`config.mk`:
```
export PLATFORM = sky130hd
export DESIGN_NAME = ddrpd_core
export DESIGN_NICKNAME = d
export VERILOG_FILES = /design/src/core/ddrpd_pkg.sv /design/src/core/ddrpd_core.sv
export VERILOG_INCLUDE_DIRS = /design/src /design/src/core
export SDC_FILE = /design/constraint.sdc
export NUM_CORES = 1
export LEC_CHECK = 0
export BUFFER_PORTS_ARGS = -buffer_cell sky130_fd_sc_hd__buf_2
export CAP_MARGIN = 20
export CORE_ASPECT_RATIO = 0.75
export CORE_MARGIN = 5
export CORE_UTILIZATION = 48
export CTS_CLUSTER_DIAMETER = 80
export DETAILED_ROUTE_END_ITERATION = 8
export PLACE_DENSITY = 0.73
export SLEW_MARGIN = 20
export SYNTH_ARGS = -nofsm -noshare
export SYNTH_HDL_FRONTEND = slang
export SYNTH_SLANG_ARGS = --single-unit
```
`constraint.sdc`:
```
create_clock -name i_core_clk -period 1.9 [get_ports i_core_clk]
set_clock_uncertainty 0.2 [all_clocks]
set_input_delay 0.57 -clock i_core_clk [delete_from_list [all_inputs] [get_ports i_core_clk]]
set_output_delay 0.57 -clock i_core_clk [all_outputs]
set_load 0.1 [all_outputs]
```
`src/core/ddrpd_params.svh`:
```
`ifndef DDRPD_PARAMS_SVH
`define DDRPD_PARAMS_SVH

// ----------------------------------------
// register map (byte addresses)
// ----------------------------------------
`define DDRPD_REG_CTRL      8'h00
`define DDRPD_REG_STATUS    8'h04
`define DDRPD_REG_REFCNT    8'h08

// ----------------------------------------
// field positions
// ----------------------------------------
`define DDRPD_CTRL_SLOW     0
`define DDRPD_ST_SREF       8
`define DDRPD_ST_PDPRE      9
`define DDRPD_ST_PDACT      10
`define DDRPD_ST_RFBUSY     11
`define DDRPD_ST_XSWAIT     12
`define DDRPD_ST_ERR        13

// ----------------------------------------
// reset values
// ----------------------------------------
`define DDRPD_CTRL_RST      1'b0

// ----------------------------------------
// timing counts in link clock cycles
// ----------------------------------------
`define DDRPD_TRFC_CK       8'h33
`define DDRPD_TXSRD_CK      8'hc8

`endif

```
`src/core/ddrpd_pkg.sv`:
```
package ddrpd_pkg;

  typedef enum logic [2:0] {
    CMD_NOP,
    CMD_ACT,
    CMD_RD,
    CMD_WR,
    CMD_PRE,
    CMD_REF,
    CMD_LM
  } ddrpd_cmd_e;

  typedef enum logic [1:0] {
    ST_NORM,
    ST_PD_PRE,
    ST_PD_ACT,
    ST_SREF
  } ddrpd_state_e;

  // command and control pins, sampled as one group
  typedef struct packed {
    logic       cke;
    logic       cs_n;
    logic       ras_n;
    logic       cas_n;
    logic       we_n;
    logic [2:0] ba;
    logic       a10;
    logic       odt;
  } ddrpd_pins_s;

endpackage

```
`src/core/ddrpd_core.sv`:
```
`timescale 1ns/1ps
`include "ddrpd_params.svh"
// Summary of operation
// (RULE1) precharge or auto precharge closes open rows
// (RULE2) A10 high closes all, else named bank
// (RULE3) controller activates bank before read or write
// (RULE4) controller waits precharge time before reuse
// (RULE5) controller refreshes every 7.8125us on average
// (RULE6) refresh busy from registering edge for tRFC
// (RULE7) above 85C refresh interval 3.9us maximum
// (RULE8) refresh with CKE low enters self refresh
// (RULE9) stable clock, then only NOPs for tXSNR
// (RULE10) simple approach: 200 NOP cycles after exit
// (RULE11) tXSNR before non-read, 200 before read
// (RULE12) CKE stays high until tXSRD, except re-entry
// (RULE13) ODT off before self refresh, low after
// (RULE14) self refresh only with banks idle
// (RULE15) CKE high throughout read and write bursts
// (RULE16) CKE low with NOP enters power-down
// (RULE17) idle banks precharge, open rows active power-down
// (RULE18) power-down gates buffers, precharge mode freezes DLL
// (RULE19) clock frequency change only in precharge power-down
// (RULE20) CKE stable three registering edges after change
// (RULE21) tXP, tXARD or tXARDS after power-down exit
// (RULE22) no column access at entry, DLL reset
// (RULE23) track bank state, reject unsafe self refresh
module ddrpd_core
  import ddrpd_pkg::*;
(
  // clock and reset
  input  wire logic        i_core_clk,
  input  wire logic        i_rst_n,
  // memory link pins
  input  wire logic        i_ck,
  input  wire ddrpd_pins_s i_pins,
  // register port
  input  wire logic [7:0]  i_addr,
  input  wire logic [31:0] i_wdata,
  input  wire logic        i_wr,
  input  wire logic        i_rd,
  output logic      [31:0] o_rdata,
  // device state
  output logic      [7:0]  o_bank_open,
  output logic             o_refresh_busy,
  output logic             o_sref,
  output logic             o_pd_pre,
  output logic             o_pd_act,
  output logic             o_buf_en,
  output logic             o_dll_frozen,
  output logic             o_cmd_err
);

  // ----------------------------------------
  // command decode
  // ----------------------------------------
  function automatic ddrpd_cmd_e dec_cmd(input ddrpd_pins_s p);
    ddrpd_cmd_e c;
    c = CMD_NOP;
    if (!p.cs_n) begin
      case ({p.ras_n, p.cas_n, p.we_n})
        3'h3:    c = CMD_ACT;
        3'h5:    c = CMD_RD;
        3'h4:    c = CMD_WR;
        3'h2:    c = CMD_PRE;
        3'h1:    c = CMD_REF;
        3'h0:    c = CMD_LM;
        default: c = CMD_NOP;
      endcase
    end
    return c;
  endfunction

  // ----------------------------------------
  // pin synchronisers
  // ----------------------------------------
  logic        ck_s1;
  logic        ck_s2;
  logic        ck_s3;
  ddrpd_pins_s pin_s1;
  ddrpd_pins_s pin_s2;

  always_ff @(posedge i_core_clk or negedge i_rst_n) begin
    if (!i_rst_n) begin
      ck_s1  <= 1'b0;
      ck_s2  <= 1'b0;
      ck_s3  <= 1'b0;
      pin_s1 <= '0;
      pin_s2 <= '0;
    end else begin
      ck_s1  <= i_ck;
      ck_s2  <= ck_s1;
      ck_s3  <= ck_s2;
      pin_s1 <= i_pins;
      pin_s2 <= pin_s1;
    end
  end

  // pins travel the same two stages as the clock, so they are
  // sampled at the synchronised rising edge with full setup margin
  logic       ck_rise;
  ddrpd_cmd_e cmd;
  logic       cke;
  logic       a10;
  logic [2:0] ba;

  assign ck_rise = ck_s2 & ~ck_s3;
  assign cmd     = dec_cmd(pin_s2);
  assign cke     = pin_s2.cke;
  assign a10     = pin_s2.a10;
  assign ba      = pin_s2.ba;

  // ----------------------------------------
  // registers and state
  // ----------------------------------------
  ddrpd_state_e st;
  logic         cke_prev;
  logic [7:0]   bank_open;
  logic [7:0]   rfc_cnt;
  logic [7:0]   xs_cnt;
  logic [15:0]  ref_cnt;
  logic         slow_exit;
  logic         err;

  logic norm_edge;
  logic cke_fall;
  logic cke_rise;
  logic sref_entry;
  logic sref_bad;
  logic pd_entry;
  logic err_set;
  logic err_clr;

  assign norm_edge  = ck_rise && st == ST_NORM && cke_prev && cke;
  assign cke_fall   = ck_rise && st == ST_NORM && cke_prev && !cke;
  assign cke_rise   = ck_rise && st != ST_NORM && cke;
  assign sref_entry = cke_fall && cmd == CMD_REF && bank_open == 8'h00;
  assign sref_bad   = cke_fall && cmd == CMD_REF && bank_open != 8'h00;
  assign pd_entry   = cke_fall && cmd == CMD_NOP;
  assign err_set    = sref_bad || (cke_fall && cmd != CMD_REF && cmd != CMD_NOP);
  assign err_clr    = i_wr && i_addr == `DDRPD_REG_STATUS && i_wdata[`DDRPD_ST_ERR];

  always_ff @(posedge i_core_clk or negedge i_rst_n) begin
    if (!i_rst_n) begin
      cke_prev <= 1'b0;
    end else if (ck_rise) begin
      cke_prev <= cke;
    end
  end

  // ----------------------------------------
  // power state
  // ----------------------------------------
  always_ff @(posedge i_core_clk or negedge i_rst_n) begin
    if (!i_rst_n) begin
      st <= ST_NORM;
    end else begin
      case (st)
        ST_NORM: begin
          if (sref_entry) begin
            st <= ST_SREF; // see (RULE8)
          end else if (pd_entry) begin
            st <= (bank_open == 8'h00) ? ST_PD_PRE : ST_PD_ACT; // see (RULE17)
          end
        end
        ST_PD_PRE,
        ST_PD_ACT,
        ST_SREF: begin
          if (cke_rise) begin
            st <= ST_NORM; // see (RULE16)
          end
        end
        default: st <= ST_NORM;
      endcase
    end
  end
  a_sref_entry: // see (RULE8)
    assert property (@(posedge i_core_clk) disable iff (!i_rst_n)
      sref_entry |=> st == ST_SREF ##1 (o_sref && o_dll_frozen))
    else $error("self refresh not entered");
  a_pd_exit_sync: // see (RULE16)
    assert property (@(posedge i_core_clk) disable iff (!i_rst_n)
      cke_rise |=> st == ST_NORM ##1 o_buf_en)
    else $error("power-down not left on registered cke high");
  a_pd_kind: // see (RULE17)
    assert property (@(posedge i_core_clk) disable iff (!i_rst_n)
      pd_entry |=> (st == ST_PD_PRE) == ($past(bank_open) == 8'h00))
    else $error("wrong power-down kind");

  // ----------------------------------------
  // bank tracking
  // ----------------------------------------
  always_ff @(posedge i_core_clk or negedge i_rst_n) begin
    if (!i_rst_n) begin
      bank_open <= 8'h00;
    end else if (norm_edge) begin
      case (cmd)
        CMD_ACT: bank_open[ba] <= 1'b1; // see (RULE23)
        CMD_PRE: begin
          if (a10) begin
            bank_open <= 8'h00; // see (RULE2)
          end else begin
            bank_open[ba] <= 1'b0; // see (RULE1)
          end
        end
        // auto precharge closed at the command; data timing is not modelled
        CMD_RD,
        CMD_WR: begin
          if (a10) begin
            bank_open[ba] <= 1'b0; // see (RULE1)
          end
        end
        default: bank_open <= bank_open;
      endcase
    end
  end
  a_pre_all_banks: // see (RULE2)
    assert property (@(posedge i_core_clk) disable iff (!i_rst_n)
      norm_edge && cmd == CMD_PRE && a10 |=> bank_open == 8'h00)
    else $error("precharge all left a bank open");
  a_pre_one_bank: // see (RULE1)
    assert property (@(posedge i_core_clk) disable iff (!i_rst_n)
      norm_edge && (cmd == CMD_PRE || ((cmd == CMD_RD || cmd == CMD_WR) && a10)) |=> !bank_open[$past(ba)])
    else $error("precharged bank left open");

  // ----------------------------------------
  // refresh and self refresh exit timing
  // ----------------------------------------
  always_ff @(posedge i_core_clk or negedge i_rst_n) begin
    if (!i_rst_n) begin
      rfc_cnt <= 8'h00;
    end else if (norm_edge && cmd == CMD_REF) begin
      rfc_cnt <= `DDRPD_TRFC_CK; // see (RULE6)
    end else if (ck_rise && rfc_cnt != 8'h00) begin
      rfc_cnt <= rfc_cnt - 8'h01;
    end
  end
  a_refresh_busy: // see (RULE6)
    assert property (@(posedge i_core_clk) disable iff (!i_rst_n)
      norm_edge && cmd == CMD_REF |-> ##2 o_refresh_busy [*8])
    else $error("refresh not busy after command");

  always_ff @(posedge i_core_clk or negedge i_rst_n) begin
    if (!i_rst_n) begin
      ref_cnt <= 16'h0000;
    end else if ((norm_edge && cmd == CMD_REF) || sref_entry) begin
      ref_cnt <= ref_cnt + 16'h0001;
    end
  end

  // exit window shown to software; the controller owns the wait
  always_ff @(posedge i_core_clk or negedge i_rst_n) begin
    if (!i_rst_n) begin
      xs_cnt <= 8'h00;
    end else if (cke_rise && st == ST_SREF) begin
      xs_cnt <= `DDRPD_TXSRD_CK;
    end else if (ck_rise && xs_cnt != 8'h00) begin
      xs_cnt <= xs_cnt - 8'h01;
    end
  end

  // ----------------------------------------
  // error flag: set wins over clear
  // ----------------------------------------
  always_ff @(posedge i_core_clk or negedge i_rst_n) begin
    if (!i_rst_n) begin
      err <= 1'b0;
    end else if (err_set) begin
      err <= 1'b1; // see (RULE23)
    end else if (err_clr) begin
      err <= 1'b0;
    end
  end
  a_sref_reject: // see (RULE23)
    assert property (@(posedge i_core_clk) disable iff (!i_rst_n)
      sref_bad |=> st == ST_NORM ##1 o_cmd_err)
    else $error("self refresh accepted with open bank");

  // ----------------------------------------
  // register port
  // ----------------------------------------
  always_ff @(posedge i_core_clk or negedge i_rst_n) begin
    if (!i_rst_n) begin
      slow_exit <= `DDRPD_CTRL_RST;
    end else if (i_wr && i_addr == `DDRPD_REG_CTRL) begin
      slow_exit <= i_wdata[`DDRPD_CTRL_SLOW];
    end
  end

  always_ff @(posedge i_core_clk or negedge i_rst_n) begin
    if (!i_rst_n) begin
      o_rdata <= 32'h0000_0000;
    end else if (i_rd) begin
      case (i_addr)
        `DDRPD_REG_CTRL:   o_rdata <= {31'h0, slow_exit};
        `DDRPD_REG_STATUS: o_rdata <= {18'h0, err, xs_cnt != 8'h00, rfc_cnt != 8'h00,
                                       st == ST_PD_ACT, st == ST_PD_PRE, st == ST_SREF, bank_open};
        `DDRPD_REG_REFCNT: o_rdata <= {16'h0, ref_cnt};
        default:           o_rdata <= 32'h0000_0000;
      endcase
    end else begin
      o_rdata <= 32'h0000_0000;
    end
  end

  // ----------------------------------------
  // outputs
  // ----------------------------------------
  always_ff @(posedge i_core_clk or negedge i_rst_n) begin
    if (!i_rst_n) begin
      o_bank_open    <= 8'h00;
      o_refresh_busy <= 1'b0;
      o_sref         <= 1'b0;
      o_pd_pre       <= 1'b0;
      o_pd_act       <= 1'b0;
      o_buf_en       <= 1'b1;
      o_dll_frozen   <= 1'b0;
      o_cmd_err      <= 1'b0;
    end else begin
      o_bank_open    <= bank_open;
      o_refresh_busy <= rfc_cnt != 8'h00 || st == ST_SREF; // see (RULE6)
      o_sref         <= st == ST_SREF;
      o_pd_pre       <= st == ST_PD_PRE;
      o_pd_act       <= st == ST_PD_ACT;
      o_buf_en       <= st == ST_NORM; // see (RULE18)
      // slow exit lets active power-down freeze the DLL as well
      o_dll_frozen   <= st == ST_PD_PRE || st == ST_SREF || (st == ST_PD_ACT && slow_exit); // see (RULE18)
      o_cmd_err      <= err;
    end
  end
  a_pd_buffers: // see (RULE18)
    assert property (@(posedge i_core_clk) disable iff (!i_rst_n)
      st == ST_PD_PRE |-> ##1 (!o_buf_en && o_dll_frozen && o_pd_pre))
    else $error("buffers or dll live in precharge power-down");

endmodule

```
After elaboration in Yosys (flattened, before gate mapping) --
Index checks and enable logic that the tools add are counted.
Operators by class: add/subtract/negate cells 3, order comparisons 2, equal/unequal tests 19, multiplexer cells 20, bitwise gates (word level) 5, reduce and logical (&&, ||, !) cells 45
Operators with widths (count):
- $mux W8 | 6
- $pmux W16 S3 | 1
- $mux W32 | 1
- $pmux W8 S3 | 1
- $reduce_bool A8 Y1 | 3
- $logic_and A1 B1 Y1 | 21
- $pmux W3 S6 | 1
- $add A16 B1 Y16 const B | 1
- $logic_not A8 Y1 | 2
- $sub A8 B1 Y8 const B | 2
- $eq A3 B2 Y1 const B | 4
- $eq A3 B3 Y1 const B | 4
- $and A8 B8 Y8 | 1
- $eq A8 B3 Y1 const B | 1
- $eq A8 B4 Y1 const B | 1
- $mux W2 | 4
- $not A8 Y8 | 1
- $or A8 B8 Y8 | 1
- $reduce_bool A2 Y1 | 4
- $eq A3 B1 Y1 const B | 2
- $logic_not A3 Y1 | 2
- $ne A3 B3 Y1 const B | 2
- $reduce_bool A3 Y1 | 2
- $logic_or A1 B1 Y1 | 5
- other kinds (17) | 21
Storage, ports and cells: flip-flop bits (word level) 113, input bits 55, output and inout port bits 47, logic and storage cells 128

Longest topological paths before layout --
depth after elaboration 9, depth in mapped cells 6, depth with buffers taken out 6

Worst setup path after synthesis --
Ideal clock, no wire load.
path type input port to flip-flop, start point input port i_addr[1], end point register slow_exit, setup time 0.128 ns, data arrival time 2.064 ns, required time 1.572 ns, setup slack -0.492 ns, stages 4, buffers on the path 0, cell sequence or4_4 -> or4_4 -> nor3b_2 -> mux2_1
On the way: cells in the longest elaborated chain, start to end 2
Ends and longest elaborated chain:
- start, declared | line ddrpd_core.sv:37 | input wire logic [7:0] i_addr,
- $logic_not A8 Y1
- $logic_and A1 B1 Y1 (no line)
- end signal, assigned | line ddrpd_core.sv:283 | slow_exit <= `DDRPD_CTRL_RST;
- end signal, assigned | line ddrpd_core.sv:285 | slow_exit <= i_wdata[`DDRPD_CTRL_SLOW];
- end, declared | line ddrpd_core.sv:121 | logic slow_exit;
Every way passes these cells. A chain may end at the register's enable or synchronous reset.

Worst setup path in the final report --
Same ends and word-level chain as after synthesis.

==> impl_metrics.py <==
metrics = {
    "floorplan": {
        "io_pins": 102,
        "rows": 29,
        "core_area_mm2": 0.008491,
        "die_h_um": 91.07,
        "fp.dieW_um": 118.1,
        "dieArea_mm2": 0.01075,
        "initial_utilization": 0.4954,
    },
    "clock_tree": {
        "clockBufferDepth": 2,
        "clock_sinks": 97,
        "h-tree-depth": 3,
        "root_buffer": "clkbuf_16",
        "cts_tree": "yes",
        "clk_pin_slew_ps": 60,
        "numCtsBuffers": 9,
        "clk_latency_ps": 340,
    },
    "power": {
        "ir_worst_vdd_v": 0.0007398,
        "power.leakage_uw": 0.002608,
        "power_density_mw_per_mm2": 967.2,
    },
    "global_route": {
        "grt_overflow": 0,
        "grt_pass1_vias": 3135,
        "grt_first_pass_wirelength_um": 15900,
        "grt_use_total": 0.1814,
        "grt_max_degree": 34,
        "antenna_found_initial": 0,
    },
    "yosys": {
        "ys_seq_area_frac": 0.5773,
        "synth_top_area_frac": 0.5711,
        "synthCells": 371,
        "netlist_area_mm2": 0.004207,
        "yosys-top-cells-count": "dfrtp_1 (96), nand2_1 (23), nor2_1 (23), xor2_1 (17)",
        "synth.avg_cell_area_um2": 11.34,
        "synth_area_leader_cell": "dfrtp_1",
        "ys_warn_count": 0,
        "async_flop_share": 1.000,
        "yosysMostFrequentCell": "dfrtp_1",
        "synthDistinctLibCells": 54,
        "ys_ff_latch": 97,
        "synthFlopType": "dfrtp_1",
        "synth-edff-count": 0,
        "synthTopCellsByArea": "dfrtp_1 (57%), xor2_1 (3.5%), buf_4 (2.9%), nor4_1 (2.4%), o31ai_1 (2.3%)",
    },
    "cells_and_area": {
        "regArea_mm2": 0.002430,
        "final_area_mm2": 0.005648,
        "antenna_cells": 0,
        "nFillCells": 622,
        "area_growth_pct": 34.27,
        "nNetsFinal": 535,
        "drive_above_1_share": 0.3979,
        "multi_input_area_mm2": 0.001976,
    },
    "detailed_routing": {
        "num_vias": 3232,
        "wl_per_cell_um": 17.17,
        "drc": 0,
        "drt-total-wl_um": 10100,
        "drt_iter0_markers": 243,
        "routed_via_density": 5.497,
        "drt_first_pass_iters": 4,
        "detail-route-antenna-nets": 0,
    },
    "place": {
        "port-buffer-count": 54,
        "pre_cts_slack_ps": -600.0,
        "dp.final_hpwl_um": 6786,
        "place_congestion": 0.8349,
        "place_area_mm2": 0.004902,
    },
    "setup_path": {
        "r2r_slack_ps": -20,
        "worst_setup_path_end_kind": "flop",
        "arrival_ps": 2160,
        "crit_type": "primary input to flop",
        "reg2reg_from": "bank_open[3]$_DFFE_PN0P_",
        "critPathMaxFanout": 2,
        "reg2reg_depth": 6,
        "required_ps": 1930,
        "crit_start": "i_addr[1]",
        "critPathLaunchType": "primary input",
        "reg2reg_to": "ref_cnt[5]$_DFFE_PN0P_",
    },
    "sta": {
        "rsz0062_at_grt": "yes",
        "period_share": 1.122,
        "hold_viol_final": 0,
        "fmax_mhz": 468.9,
        "setup_slack_ps": -232.7,
        "whs_ps": 132.5,
        "slew_viol_final": 0,
        "totalNegativeSetupSlack_ps": -2272,
        "finalSetupViolations": 18,
        "fin_crit_ps": 2133,
    },
    "worst_hold_path": {
        "hold_path_depth": 1,
        "hold_path_class": "primary input to flop",
        "min_from": "i_ck",
        "whs_endpoint": "ck_s1$_DFF_PN0_",
    },
    "flow_run": {
        "cap_violations": 0,
    },
    "status": {
        "violations": "negative setup slack",
        "outcome": "finished, violations left",
    },
}
## logic make-up (layout without fill, tap and decap cells)
| kind of cell | Yosys count | after routing | synth area share |
|---|---|---|---|
| AOI/OAI and AO/OA | 65 | 65 | 0.1065 |
| and+or+nand+nor | 135 | 135 | 0.1904 |
| DFF | 97 | 97 | 0.5773 |
| adders and majority gates | 5 | 5 | 0.01487 |
| other | 1 | 16 | 0.0008915 |
| muxes | 6 | 6 | 0.01487 |
| buffers and inverters | 42 | 136 | 0.05354 |
| xor gates and xnor gates | 20 | 20 | 0.04164 |
## sequential cells by signal, indices dropped and copies added (netlist names), 2 cells and up
register and cells:
st 2, o_bank_open 8, bank_open 8, pin_s2 4, ba 3, pin_s1 9
rfc_cnt 8, o_rdata 16, ref_cnt 16, xs_cnt 8
## layout make-up
type | instances | share of cell area
Clock inverter | 4 | 0.005095
Multi-Input combinational cell | 247 | 0.3498
Timing Repair Buffer | 111 | 0.1413
Clock buffer | 12 | 0.04364
Sequential cell | 97 | 0.4302
Tap cell | 108 | 0.02393
Inverter | 9 | 0.005981
## how the worst max path moves through the flow
stage	to	slack, ps	cells after the start
3_3_place_gp	slow_exit$_DFFE_PN0P_	-570	5
5_1_grt	slow_exit$_DFFE_PN0P_	-240	5
4_1_cts	slow_exit$_DFFE_PN0P_	-240	5
2_1_floorplan	slow_exit$_DFFE_PN0P_	-470	4
3_5_place_dp	slow_exit$_DFFE_PN0P_	-600	5
6_report	slow_exit$_DFFE_PN0P_	-230	5
## report_power, final
group / leakage (µW) / switching, µW / internal [µW]
combinational: 0.00122 / 783 / 497
sequential: 0.00126 / 222 / 2280
clock: 0.000129 / 757 / 924
total: 0.00261 / 1760 / 3700
## critical path, cell delays in order
cell and delay, ps:
buf_6 90, or4_4 540, or4_4 440, nor3b_2 200, mux2_4 310
## stage by stage
| step | total power (µW) | utilization | cells |
|---|---|---|---|
| after CTS | 5329 | 0.6292 | 583 |
| after global routing | 5728 | 0.6652 | 588 |
| final | 5463 | 0.6652 | 588 |
| after detailed placement | 3607 | 0.5774 | 565 |
| after global placement | 3561 | 0.5774 | 565 |
| after floorplan | 3218 | - | 386 |
## routing by layer
layer	track usage	part of all wire	up-vias
met5	0	0	-
met4	0.05635	0.011	0
met3	0.05466	0.058	13
met2	0.2743	0.47	95
met1	0.2532	0.46	1598
li1	-	-	1526
## cell usage in the layout (no fill, tap or decap), drive strengths merged, types with 13 or more instances in the layout
master and count:
clkbuf 18, nand2 23, xor2 17, nor4 18, nor2 23, o31ai 13
nand3 13, buf 104, dfrtp 96, conb 16
## repair_timing
item	in CTS	in global routing
pin swaps	13	23
endpoints found under the hold margin	19	0
setup buffers	0	7
gates cloned	1	0
endpoints found under the setup margin	34	57
gates resized for setup	31	62
hold buffers	1	0
(Power assumes the default switching activity.)
